[config.mk]
export PLATFORM = sky130hd
export DESIGN_NAME = slcfs_top
export DESIGN_NICKNAME = d
export VERILOG_FILES = /design/src/design/slcfs_lane_mux.v /design/src/design/slcfs_lane_fifo.v /design/src/design/slcfs_top.v
export VERILOG_INCLUDE_DIRS = /design/src /design/src/design
export SDC_FILE = /design/constraint.sdc
export NUM_CORES = 1
export LEC_CHECK = 0
export BUFFER_PORTS_ARGS = -buffer_cell sky130_fd_sc_hd__buf_2
export CORE_MARGIN = 2
export CORE_UTILIZATION = 35
export CTS_CLUSTER_SIZE = 16
export DETAILED_ROUTE_END_ITERATION = 7
export PLACE_DENSITY = 0.61
export SYNTH_ARGS = -nofsm -noshare
export SYNTH_HDL_FRONTEND = slang
export SYNTH_HIERARCHICAL = 1
export SYNTH_SLANG_ARGS = --single-unit
[constraint.sdc]
create_clock -name aclk -period 5.3 [get_ports aclk]
set_clock_uncertainty 0.05 [all_clocks]
set_input_delay 1.59 -clock aclk [delete_from_list [all_inputs] [get_ports aclk]]
set_output_delay 1.59 -clock aclk [all_outputs]
set_load 0.03 [all_outputs]
[src/design/slcfs_map.vh]
// register map, field layout, reset values and sizes of the lane crossbar block
`ifndef SLCFS_MAP_VH
`define SLCFS_MAP_VH

// lanes and word sizes
`define SLCFS_LANES 8
`define SLCFS_SEL_W 3
`define SLCFS_DATA_W 8
`define SLCFS_FIFO_DEPTH 8
`define SLCFS_FIFO_AW 3
`define SLCFS_ADDR_W 12

// printed offsets kept as register indices; byte address is four times the index
`define SLCFS_IDX_SEL01 10'h308
`define SLCFS_IDX_SEL23 10'h309
`define SLCFS_IDX_SEL45 10'h30A
`define SLCFS_IDX_SEL67 10'h30B
`define SLCFS_IDX_FULL 10'h30C
`define SLCFS_IDX_EMPTY 10'h30D
`define SLCFS_IDX_SYNC 10'h312
`define SLCFS_IDX_IRQ_STAT 10'h320
`define SLCFS_IDX_IRQ_CLR 10'h321
`define SLCFS_IDX_IRQ_EN 10'h322

// select pair field positions
`define SLCFS_EVEN_LO 0
`define SLCFS_ODD_LO 3
`define SLCFS_PAIR_RSVD 2'h0

// reset values: logical lane n selects physical lane n
`define SLCFS_SEL_RST 24'hFAC688
`define SLCFS_SYNC_RST 8'h00
`define SLCFS_IRQ_RST 16'h0000

// axi responses
`define SLCFS_RESP_OKAY 2'h0
`define SLCFS_RESP_SLVERR 2'h2

`endif

[src/design/slcfs_lane_mux.v]
// one crossbar leg: picks one physical lane for a logical lane
`timescale 1ns/1ps
`default_nettype none
`include "slcfs_map.vh"

module slcfs_lane_mux (
    // all physical lanes
    input wire [`SLCFS_LANES*`SLCFS_DATA_W-1:0] phys_data,
    input wire [`SLCFS_LANES-1:0] phys_valid,
    // source select
    input wire [`SLCFS_SEL_W-1:0] source_select,
    // chosen lane
    output wire [`SLCFS_DATA_W-1:0] pick_data,
    output wire pick_valid
);

    // any of the eight lanes may feed this leg
    assign pick_data = phys_data[source_select*`SLCFS_DATA_W +: `SLCFS_DATA_W];
    assign pick_valid = phys_valid[source_select];

endmodule
`default_nettype wire

[src/design/slcfs_lane_fifo.v]
// per logical lane fifo with registered read data and flags
`timescale 1ns/1ps
`default_nettype none
`include "slcfs_map.vh"

module slcfs_lane_fifo (
    // clock and reset
    input wire aclk,
    input wire aresetn,
    // fill side
    input wire wr_en,
    input wire [`SLCFS_DATA_W-1:0] wr_data,
    // drain side
    input wire rd_en,
    output reg [`SLCFS_DATA_W-1:0] rd_data_r,
    output reg rd_valid_r,
    // present state
    output reg full_r,
    output reg empty_r
);

    reg [`SLCFS_DATA_W-1:0] mem [0:`SLCFS_FIFO_DEPTH-1];
    reg [`SLCFS_FIFO_AW-1:0] wptr_r;
    reg [`SLCFS_FIFO_AW-1:0] rptr_r;
    reg [`SLCFS_FIFO_AW:0] count_r;
    reg [`SLCFS_FIFO_AW:0] count_nxt;
    wire do_wr;
    wire do_rd;

    // writes into a full fifo are dropped, the full flag tells software
    assign do_wr = wr_en && !full_r;
    assign do_rd = rd_en && !empty_r;

    // occupancy after this edge
    always @* begin
        count_nxt = count_r;
        if (do_wr && !do_rd) begin
            count_nxt = count_r + 1'b1;
        end else if (do_rd && !do_wr) begin
            count_nxt = count_r - 1'b1;
        end
    end

    // storage has no reset; pointers, count, flags and read register do
    always @(posedge aclk) begin
        if (do_wr) begin
            mem[wptr_r] <= wr_data;
        end
    end

    // pointers, flags and read register
    always @(posedge aclk) begin
        if (!aresetn) begin
            wptr_r <= {`SLCFS_FIFO_AW{1'b0}};
            rptr_r <= {`SLCFS_FIFO_AW{1'b0}};
            count_r <= {(`SLCFS_FIFO_AW+1){1'b0}};
            full_r <= 1'b0;
            empty_r <= 1'b1;
            rd_data_r <= {`SLCFS_DATA_W{1'b0}};
            rd_valid_r <= 1'b0;
        end else begin
            count_r <= count_nxt;
            // flags track occupancy, never latched
            full_r <= (count_nxt == `SLCFS_FIFO_DEPTH);
            empty_r <= (count_nxt == {(`SLCFS_FIFO_AW+1){1'b0}});
            rd_valid_r <= do_rd;
            if (do_wr) begin
                wptr_r <= wptr_r + 1'b1;
            end
            if (do_rd) begin
                rd_data_r <= mem[rptr_r];
                rptr_r <= rptr_r + 1'b1;
            end
        end
    end

endmodule
`default_nettype wire

[src/design/slcfs_top.v]
// lane crossbar, lane fifos and their status behind an axi4-lite slave
// Functional notes
// - each logical lane reads its selected physical lane
// - two selects per byte, bits 7:6 zero
// - reset maps logical lane n to physical n
// - read-only full flag per logical lane
// - read-only empty flag per logical lane
//
// Chosen here: the AXI4-Lite register port.
`timescale 1ns/1ps
`default_nettype none
`include "slcfs_map.vh"

module slcfs_top (
    // clock and reset
    input wire aclk,
    input wire aresetn,
    // axi4-lite write address
    input wire [`SLCFS_ADDR_W-1:0] s_axi_awaddr,
    input wire s_axi_awvalid,
    output reg s_axi_awready,
    // axi4-lite write data
    input wire [31:0] s_axi_wdata,
    input wire [3:0] s_axi_wstrb,
    input wire s_axi_wvalid,
    output reg s_axi_wready,
    // axi4-lite write response
    output reg [1:0] s_axi_bresp,
    output reg s_axi_bvalid,
    input wire s_axi_bready,
    // axi4-lite read address
    input wire [`SLCFS_ADDR_W-1:0] s_axi_araddr,
    input wire s_axi_arvalid,
    output reg s_axi_arready,
    // axi4-lite read data
    output reg [31:0] s_axi_rdata,
    output reg [1:0] s_axi_rresp,
    output reg s_axi_rvalid,
    input wire s_axi_rready,
    // physical serial input lanes, already deserialised
    input wire [`SLCFS_LANES*`SLCFS_DATA_W-1:0] physical_serial_input,
    input wire [`SLCFS_LANES-1:0] physical_serial_valid,
    // logical lane outputs
    input wire [`SLCFS_LANES-1:0] lane_read,
    output wire [`SLCFS_LANES*`SLCFS_DATA_W-1:0] lane_data,
    output wire [`SLCFS_LANES-1:0] lane_data_valid,
    // sync request setup byte for the sync generator
    output wire [7:0] sync_request_setup,
    // interrupt
    output reg irq
);

    // source selects, three bits per logical lane
    reg [`SLCFS_LANES*`SLCFS_SEL_W-1:0] sel_r;
    reg [7:0] sync_r;
    reg [15:0] irq_stat_r;
    reg [15:0] irq_en_r;
    reg [15:0] irq_stat_nxt;
    reg [15:0] irq_clr;
    reg [`SLCFS_LANES-1:0] full_prev_r;
    reg [`SLCFS_LANES-1:0] empty_prev_r;
    wire [`SLCFS_LANES-1:0] full_w;
    wire [`SLCFS_LANES-1:0] empty_w;
    wire [15:0] irq_event;

    // write channel holding state
    reg aw_hold_r;
    reg w_hold_r;
    reg [9:0] aw_idx_r;
    reg [31:0] wdata_r;
    reg [3:0] wstrb_r;
    wire wr_go;
    wire [9:0] ar_idx;
    reg [31:0] rd_word;
    reg rd_hit;

    wire [`SLCFS_SEL_W-1:0] lane_zero_source_select;
    wire [`SLCFS_SEL_W-1:0] lane_one_source_select;
    wire [`SLCFS_SEL_W-1:0] lane_two_source_select;
    wire [`SLCFS_SEL_W-1:0] lane_three_source_select;
    wire [`SLCFS_SEL_W-1:0] lane_four_source_select;
    wire [`SLCFS_SEL_W-1:0] lane_five_source_select;
    wire [`SLCFS_SEL_W-1:0] lane_six_source_select;
    wire [`SLCFS_SEL_W-1:0] lane_seven_source_select;

    // named views of the select fields
    assign lane_zero_source_select = sel_r[2:0];
    assign lane_one_source_select = sel_r[5:3];
    assign lane_two_source_select = sel_r[8:6];
    assign lane_three_source_select = sel_r[11:9];
    assign lane_four_source_select = sel_r[14:12];
    assign lane_five_source_select = sel_r[17:15];
    assign lane_six_source_select = sel_r[20:18];
    assign lane_seven_source_select = sel_r[23:21];

    assign sync_request_setup = sync_r;

    // one crossbar leg and one fifo per logical lane
    genvar g;
    generate
        for (g = 0; g < `SLCFS_LANES; g = g + 1) begin : g_lane
            wire [`SLCFS_DATA_W-1:0] pick_data;
            wire pick_valid;

            slcfs_lane_mux u_mux (
                .phys_data(physical_serial_input),
                .phys_valid(physical_serial_valid),
                .source_select(sel_r[g*`SLCFS_SEL_W +: `SLCFS_SEL_W]),
                .pick_data(pick_data),
                .pick_valid(pick_valid)
            );

            slcfs_lane_fifo u_fifo (
                .aclk(aclk),
                .aresetn(aresetn),
                .wr_en(pick_valid),
                .wr_data(pick_data),
                .rd_en(lane_read[g]),
                .rd_data_r(lane_data[g*`SLCFS_DATA_W +: `SLCFS_DATA_W]),
                .rd_valid_r(lane_data_valid[g]),
                .full_r(full_w[g]),
                .empty_r(empty_w[g])
            );
        end
    endgenerate

    // write happens once address and data are both held
    assign wr_go = aw_hold_r && w_hold_r && !s_axi_bvalid;
    assign ar_idx = s_axi_araddr[11:2];

    // address and data are taken independently, in either order
    always @(posedge aclk) begin
        if (!aresetn) begin
            s_axi_awready <= 1'b0;
            s_axi_wready <= 1'b0;
            aw_hold_r <= 1'b0;
            w_hold_r <= 1'b0;
            aw_idx_r <= 10'h000;
            wdata_r <= 32'h00000000;
            wstrb_r <= 4'h0;
        end else begin
            if (s_axi_awvalid && s_axi_awready) begin
                s_axi_awready <= 1'b0;
                aw_hold_r <= 1'b1;
                aw_idx_r <= s_axi_awaddr[11:2];
            end else if (wr_go) begin
                aw_hold_r <= 1'b0;
            end else if (!aw_hold_r && !s_axi_bvalid) begin
                s_axi_awready <= 1'b1;
            end
            if (s_axi_wvalid && s_axi_wready) begin
                s_axi_wready <= 1'b0;
                w_hold_r <= 1'b1;
                wdata_r <= s_axi_wdata;
                wstrb_r <= s_axi_wstrb;
            end else if (wr_go) begin
                w_hold_r <= 1'b0;
            end else if (!w_hold_r && !s_axi_bvalid) begin
                s_axi_wready <= 1'b1;
            end
        end
    end

    // write response, slverr for addresses nobody owns
    always @(posedge aclk) begin
        if (!aresetn) begin
            s_axi_bvalid <= 1'b0;
            s_axi_bresp <= `SLCFS_RESP_OKAY;
        end else if (wr_go) begin
            s_axi_bvalid <= 1'b1;
            case (aw_idx_r)
                `SLCFS_IDX_SEL01, `SLCFS_IDX_SEL23, `SLCFS_IDX_SEL45, `SLCFS_IDX_SEL67,
                `SLCFS_IDX_FULL, `SLCFS_IDX_EMPTY, `SLCFS_IDX_SYNC,
                `SLCFS_IDX_IRQ_STAT, `SLCFS_IDX_IRQ_CLR, `SLCFS_IDX_IRQ_EN: begin
                    s_axi_bresp <= `SLCFS_RESP_OKAY;
                end
                default: begin
                    s_axi_bresp <= `SLCFS_RESP_SLVERR;
                end
            endcase
        end else if (s_axi_bvalid && s_axi_bready) begin
            s_axi_bvalid <= 1'b0;
        end
    end

    // software registers; flag registers are read-only, writes ignored
    always @(posedge aclk) begin
        if (!aresetn) begin
            sel_r <= `SLCFS_SEL_RST;
            sync_r <= `SLCFS_SYNC_RST;
            irq_en_r <= `SLCFS_IRQ_RST;
        end else if (wr_go) begin
            case (aw_idx_r)
                `SLCFS_IDX_SEL01: begin
                    if (wstrb_r[0]) begin
                        sel_r[5:0] <= wdata_r[5:0];
                    end
                end
                `SLCFS_IDX_SEL23: begin
                    if (wstrb_r[0]) begin
                        sel_r[11:6] <= wdata_r[5:0];
                    end
                end
                `SLCFS_IDX_SEL45: begin
                    if (wstrb_r[0]) begin
                        sel_r[17:12] <= wdata_r[5:0];
                    end
                end
                `SLCFS_IDX_SEL67: begin
                    if (wstrb_r[0]) begin
                        sel_r[23:18] <= wdata_r[5:0];
                    end
                end
                `SLCFS_IDX_SYNC: begin
                    if (wstrb_r[0]) begin
                        sync_r <= wdata_r[7:0];
                    end
                end
                `SLCFS_IDX_IRQ_EN: begin
                    if (wstrb_r[0]) begin
                        irq_en_r[7:0] <= wdata_r[7:0];
                    end
                    if (wstrb_r[1]) begin
                        irq_en_r[15:8] <= wdata_r[15:8];
                    end
                end
                default: begin
                    sync_r <= sync_r;
                end
            endcase
        end
    end

    // onset of full or empty on any lane raises an event
    assign irq_event = {empty_w & ~empty_prev_r, full_w & ~full_prev_r};

    // clear bits written this cycle, per byte lane
    always @* begin
        irq_clr = 16'h0000;
        if (wr_go && aw_idx_r == `SLCFS_IDX_IRQ_CLR) begin
            irq_clr = {{8{wstrb_r[1]}} & wdata_r[15:8], {8{wstrb_r[0]}} & wdata_r[7:0]};
        end
        // a new event beats a clear in the same cycle
        irq_stat_nxt = (irq_stat_r & ~irq_clr) | irq_event;
    end

    // sticky status and level interrupt
    always @(posedge aclk) begin
        if (!aresetn) begin
            irq_stat_r <= `SLCFS_IRQ_RST;
            full_prev_r <= {`SLCFS_LANES{1'b0}};
            empty_prev_r <= {`SLCFS_LANES{1'b1}};
            irq <= 1'b0;
        end else begin
            irq_stat_r <= irq_stat_nxt;
            full_prev_r <= full_w;
            empty_prev_r <= empty_w;
            irq <= |(irq_stat_nxt & irq_en_r);
        end
    end

    // read decode; flags come straight from the fifos, untouched by reads
    always @* begin
        rd_word = 32'h00000000;
        rd_hit = 1'b1;
        case (ar_idx)
            `SLCFS_IDX_SEL01: rd_word[7:0] = {`SLCFS_PAIR_RSVD, sel_r[5:0]};
            `SLCFS_IDX_SEL23: rd_word[7:0] = {`SLCFS_PAIR_RSVD, sel_r[11:6]};
            `SLCFS_IDX_SEL45: rd_word[7:0] = {`SLCFS_PAIR_RSVD, sel_r[17:12]};
            `SLCFS_IDX_SEL67: rd_word[7:0] = {`SLCFS_PAIR_RSVD, sel_r[23:18]};
            `SLCFS_IDX_FULL: rd_word[7:0] = full_w;
            `SLCFS_IDX_EMPTY: rd_word[7:0] = empty_w;
            `SLCFS_IDX_SYNC: rd_word[7:0] = sync_r;
            `SLCFS_IDX_IRQ_STAT: rd_word[15:0] = irq_stat_r;
            `SLCFS_IDX_IRQ_EN: rd_word[15:0] = irq_en_r;
            `SLCFS_IDX_IRQ_CLR: rd_word = 32'h00000000;
            default: rd_hit = 1'b0;
        endcase
    end

    // read channel: one read in flight, answer one edge after the address
    always @(posedge aclk) begin
        if (!aresetn) begin
            s_axi_arready <= 1'b0;
            s_axi_rvalid <= 1'b0;
            s_axi_rdata <= 32'h00000000;
            s_axi_rresp <= `SLCFS_RESP_OKAY;
        end else begin
            if (s_axi_arvalid && s_axi_arready) begin
                s_axi_arready <= 1'b0;
                s_axi_rvalid <= 1'b1;
                s_axi_rdata <= rd_word;
                s_axi_rresp <= rd_hit ? `SLCFS_RESP_OKAY : `SLCFS_RESP_SLVERR;
            end else if (s_axi_rvalid && s_axi_rready) begin
                s_axi_rvalid <= 1'b0;
            end else if (!s_axi_rvalid) begin
                s_axi_arready <= 1'b1;
            end
        end
    end

endmodule
`default_nettype wire

# Word level (Yosys, flattened, before mapping)
# Memories as Yosys holds them, arrays and structs flattened. A register that Yosys moved wholly into a read port is not among the register bits.
# Cells that the tools add are included.
# classes
div_mod_pow,0
reduce_logical,113
add_sub_neg,32
muxes,61
n_lt_le_gt_ge,8
n_bitwise,14
eq_ne,28
n_mul,0
shifts,8
# op_table
op,n
64-bit by 7-bit variable part select with 8-bit output,8
10-bit equality test (second input constant),20
8-bit one-hot mux with 9 select lines,1
4-bit 2-to-1 mux,16
3-bit by 1-bit adder with 3-bit output (second input constant),16
1-bit zero test,43
1-bit logical AND,42
4-bit by 1-bit adder with 4-bit output (second input constant),8
16-bit bitwise AND,2
8-bit bitwise AND,4
4-bit equality test (second input constant),8
4-bit zero test,8
3-bit by 4-bit less-than comparator with 1-bit output (second input constant),8
1-bit 2-to-1 mux,32
4-bit by 1-bit subtractor with 4-bit output (second input constant),8
1-bit binary-select mux with 3-bit select,8
3-bit AND reduction,7
10-bit OR reduction,2
16-bit 2-to-1 mux,1
16-bit inverter,1
8-bit inverter,2
16-bit bitwise OR,1
8-bit one-hot mux with 2 select lines,1
16-bit OR reduction,1
other kinds (5),16
# word_totals
ram_bits,512
out_inout_bits,122
rom_bits,0
latchBits,0
reg_bits,240
inputBits,147
n_memories,8
word_cells,344
# mem_list
name,depth,word_bits,rd,rd_ports_with_merged_regs,write_ports,line_no,text
g_lane[0].u_fifo.mem,8,8,1,1,1,slcfs_lane_fifo.v:22,reg [`SLCFS_DATA_W-1:0] mem [0:`SLCFS_FIFO_DEPTH-1];
g_lane[1].u_fifo.mem,8,8,1,1,1,slcfs_lane_fifo.v:22,
g_lane[2].u_fifo.mem,8,8,1,1,1,slcfs_lane_fifo.v:22,
g_lane[3].u_fifo.mem,8,8,1,1,1,slcfs_lane_fifo.v:22,
g_lane[4].u_fifo.mem,8,8,1,1,1,slcfs_lane_fifo.v:22,
g_lane[5].u_fifo.mem,8,8,1,1,1,slcfs_lane_fifo.v:22,
+2 memories,--,--,--,--,--,--,

# Longest topological paths before layout
# logic_depth
depth_word,9
depth_mapped,10
mapped_depth_nobuf,7

# Modules after synthesis
# The synthesis kept the hierarchy.
# by_module_without_submodules
mod,cells_each,instances,seq_area_each_um2,area_per_inst_um2
slcfs_lane_fifo (g_lane[2].u_fifo ...),198,4,2342.2,3377.0
slcfs_lane_fifo (g_lane[0].u_fifo ...),205,3,2342.2,3355.7
slcfs_top,715,1,2682.6,6017.0
slcfs_lane_mux,32,8,0.0,618.1
slcfs_lane_fifo (g_lane[3].u_fifo),197,1,2342.2,3415.8

# Least setup slack after synthesis
# OpenSTA, ideal clock, no wires.
# synth_path
kind,input -> register
startpoint,in physical_serial_valid[3]
endpoint,reg g_lane[4].u_fifo.full_r
path_slack_ns,1.775
required_ns,5.135
t_arrival_ns,3.360
cell_stages,8
setup_ns,0.115
path_buffers,1
cell_sequence,mux4_1 > mux2_2 > nor2b_1 > buf_2 > or4_1 > nand4_1 > a21oi_1 > and3_1
# synth_via
elab_chain_len,8
elab_cells_between_ends,9
cone_classes,eq/ne (1); mux (4); reduce/logical (4)
# synth_lines
element,line_no,text
from (decl),slcfs_top.v:42,"input wire [`SLCFS_LANES-1:0] physical_serial_valid,"
1-bit binary-select mux with 3-bit select (*),slcfs_lane_mux.v:19,assign pick_valid = phys_valid[source_select];
1-bit 2-to-1 mux (not written as such) (*),slcfs_lane_mux.v:19,
via g_lane[4].pick_valid,slcfs_top.v:103,wire pick_valid;
1-bit logical AND (*),slcfs_lane_fifo.v:31,assign do_wr = wr_en && !full_r;
1-bit zero test,slcfs_lane_fifo.v:39,end else if (do_rd && !do_wr) begin
1-bit logical AND,slcfs_lane_fifo.v:39,
4-bit 2-to-1 mux,slcfs_lane_fifo.v:39,
4-bit 2-to-1 mux (*),slcfs_lane_fifo.v:37,if (do_wr && !do_rd) begin
4-bit equality test (no source line) (*),--,
to (signal assigned),slcfs_lane_fifo.v:64,full_r <= (count_nxt == `SLCFS_FIFO_DEPTH);
to (decl),slcfs_lane_fifo.v:18,"output reg full_r,"
# Mark *: on every way through the listed nets, which the timed path passes. The rest lies on a longest branch. The select of a mux whose other input is x is not followed.
# A chain may end at the register's enable or synchronous reset.

# Final worst setup path
# layout_path
startpoint,reg sel_r[5]
endpoint,mem g_lane[1].u_fifo/mem[7][3] in the netlist's numbering (enable)
# layout_via
elab_chain_len,5
# layout_lines
element,line_no,text
from (decl),slcfs_top.v:54,reg [`SLCFS_LANES*`SLCFS_SEL_W-1:0] sel_r;
from (signal assigned),slcfs_top.v:189,sel_r <= `SLCFS_SEL_RST;
from (signal assigned),slcfs_top.v:196,sel_r[5:0] <= wdata_r[5:0];
1-bit binary-select mux with 3-bit select,slcfs_lane_mux.v:19,
1-bit 2-to-1 mux (not written as such),slcfs_lane_mux.v:19,
via g_lane[1].pick_valid,slcfs_top.v:103,
1-bit logical AND,slcfs_lane_fifo.v:31,
1-bit 2-to-1 mux,slcfs_lane_fifo.v:46,if (do_wr) begin
1-bit 2-to-1 mux (not written as such),slcfs_lane_fifo.v:47,mem[wptr_r] <= wr_data;
to (decl),slcfs_lane_fifo.v:22,
# The timed path passes the listed nets, and every way through them passes these cells. The select of a mux whose other input is x is not followed.

==> flow_summary.ini <==
[power_and_ir_drop]
power.leakage_nw = 15.21
ir_worst_vdd_uv = 255.3
power_density_mw_per_mm2 = 360.6

[worst_setup_path]
r2r_setup_slack_ns = 1.84
cp_num_buf_inv = 0
crit_family = simple AND/OR/NAND/NOR gates
cp-start-kind = register
max_stage_delay_ns = 1.11
crit_fanout = 20
worstSetupPathType = register to register
path_cells = mux4_1, mux2_2, nor2b_1, nand2_1, nor2_1
cp.arrival_ns = 3.69
cp_slowest_cell = dfxtp_1
end_kind = register
worstPathRequired_ns = 5.53

[final_layout]
drive_above_1_share_pct = 22.56
syn_to_final_growth_pct = 13.67
fill_cells = 9829
fin_nets = 2953
fin_util_pct = 40.19

[synth]
syn_area_mm2 = 0.03795
netlist-cell-type-count = 78
synth.area.top_cells = edfxtp_1 (41%), dfxtp_1 (16%), mux4_1 (12%)
dominantRegCellSynth = edfxtp_1
async_flop_share_pct = 0
synth-seq-cells = 814
seq_area_frac_synth_pct = 56.44
synth_top_area_cell = edfxtp_1
syn_avg_cell_area_um2 = 14.74
synth_edf_count = 512
synth_top_area_share_pct = 40.51
ys_top_cells_by_count = edfxtp_1 (512), dfxtp_1 (302), nand2_1 (190), mux4_1 (179), a21oi_1 (169)
yosys.cell_count.top_type = edfxtp_1
synth_warnings = 6
postSynthCellCount = 2575

[clock_network]
cts_tree = built
worstSkewPairLatency_ns = 0.66
cts_resized = 0
cts_htree_levels = 3
cts_buffers = 88
clk_pin_slew_worst_paths_ns = 0.06
root_buffer = clkbuf_16
clock_sinks = 814
clockBufferDepth = 3
holdBufCountCts = 0
cts_setup_buffers = 0

[placed_design]
portBuffers = 228
gp_congestion = 0.8236
hpwlAfterDp_um = 66990

[detailed_routing]
wirelength_um = 97820
drc = 0
routedWlPerCell_um = 22.88
num_vias = 23110
drt-initial-drc-count = 1770
first_pass_iters = 8
ant_nets = 0
viasPerCell = 5.404

[sta]
tightest_slew_ns = 1.198
rsz0062_at_grt = false
finalSetupTns_ns = 0
max_freq_ghz = 0.2889
period_needed_ns = 3.461
post-route-period-util_pct = 65.31
finalSetupViolCount = 0
max-slew-margin-rel_pct = 20.02
maxSlewViolCount = 0
finalHoldViolCount = 0

[die]
die_h_um = 333.3
fp-row-count = 120
die_w_um = 333.3
die_area_mm2 = 0.1111
core_area_mm2 = 0.1074
initial_utilization_pct = 35.35
ios = 269

[grt]
overflow = 0
grtUsageTotal_pct = 17.33
grt_pass1_wl_um = 143900
antenna_found_initial = 52
grt_pass1_vias = 21940
grt_max_degree = 197

[run_status]
outcome = completed

[flow_run]
drv_cap = 0

[min_path]
hold_class = register to register
==> path summary, 6_finish.rpt <==
kind,endpoint,start,depth (start not counted)
max reg2reg,g_lane[1].u_fifo/mem[7][3],sel_r[5],5
min reg2reg,s_axi_rdata[7],s_axi_rdata[7],2
max,g_lane[1].u_fifo/mem[7][3],sel_r[5],5
min,s_axi_rdata[7],s_axi_rdata[7],2
==> worst register-to-register path: cells and delay by family (launching register included) <==
family	cells	cell delay, ns
multiplexers	2	0.55
flip-flops	1	1.11
AND/OR/NAND/NOR	3	1.38
==> per-stage QoR <==
stage	cell area [µm²]	setup WS (ns)	std cells	hold WS, ns	power (W)
after floorplan	38020	1.775	2592	0.3904	0.008908
after global placement	40120	1.266	4087	0.3920	0.009468
after detailed placement	40120	1.226	4087	0.4007	0.009502
after CTS	43090	1.914	4253	0.4090	0.01575
after global routing	43090	1.716	4256	0.4337	0.01621
final	43140	1.839	4276	0.4045	0.01556
==> power by group <==
group          leakage [nW]  internal [W]  switching (W)
registers              7.11       0.00708       0.000301
logic                  6.67      0.000857        0.00112
clock network          1.43       0.00364        0.00257
total                  15.2        0.0116        0.00399
==> flip-flops by register name (all words and copies together) (netlist names), 2 cells and up <==
| signal | flops |
|---|---|
| g_lane.u_fifo/mem | 512 |
| irq_stat_r | 16 |
| aw_idx_r | 10 |
| empty_prev_r | 8 |
| wstrb_r | 2 |
| g_lane.u_fifo/count_r | 32 |
| full_prev_r | 8 |
| g_lane.u_fifo/rd_data_r | 64 |
| g_lane.u_fifo/empty_r | 8 |
| g_lane.u_fifo/rptr_r | 24 |
| g_lane.u_fifo/full_r | 8 |
| sel_r | 24 |
| s_axi_rdata | 16 |
| sync_request_setup | 8 |
| g_lane.u_fifo/rd_valid_r | 8 |
| irq_en_r | 16 |
| g_lane.u_fifo/wptr_r | 24 |
| wdata_r | 16 |
==> logic make-up (layout without fill, tap and decap cells) <==
kind of cell / Yosys count / in the layout / share of synthesized area [%]
DFF: 814 / 814 / 56.44
and+or+nand+nor: 641 / 641 / 8.924
muxes: 466 / 466 / 23.35
AOI/OAI and AO/OA: 362 / 362 / 5.657
buffers and inverters: 214 / 472 / 3.504
xor gates and xnor gates: 45 / 45 / 1.058
adders and majority gates: 32 / 32 / 1.055
other: 1 / 41 / 0.009881
==> placed cells by master (no fill, tap or decap), types with 37 or more instances in the layout <==
cell type / n
o21ai_0: 97
dfxtp_1: 302
mux2i_1: 114
nand2b_1: 40
mux2_2: 78
mux4_1: 179
nand2_1: 190
nand3_1: 45
nor2_1: 106
and2_1: 66
buf_2: 227
a21oi_1: 169
mux4_2: 95
clkbuf_16: 88
nor2b_1: 42
buf_4: 47
xnor2_1: 37
edfxtp_1: 512
==> per-layer routing <==
metal | vias to the layer above | GRT usage (%) | part of all wire [%]
met1 | 11500 | 23.31 | 42
met2 | 857 | 25.80 | 44
met5 | - | 0 | 0.35
met4 | 54 | 4.149 | 1.8
li1 | 10510 | - | -
met3 | 185 | 7.396 | 11
==> area by class of cell <==
cell class,instances,area [µm²],share of cell area [%]
Timing Repair Buffer,276,1520,3.524
Sequential cell,814,21420,49.65
Clock inverter,42,483.0,1.119
Multi-Input combinational cell,1564,15310,35.49
Inverter,30,116.4,0.2697
Clock buffer,124,2477,5.742
Antenna cell,23,57.56,0.1334
Tap cell,1403,1755,4.069
No activity file was read; power rests on OpenSTA's default activity.
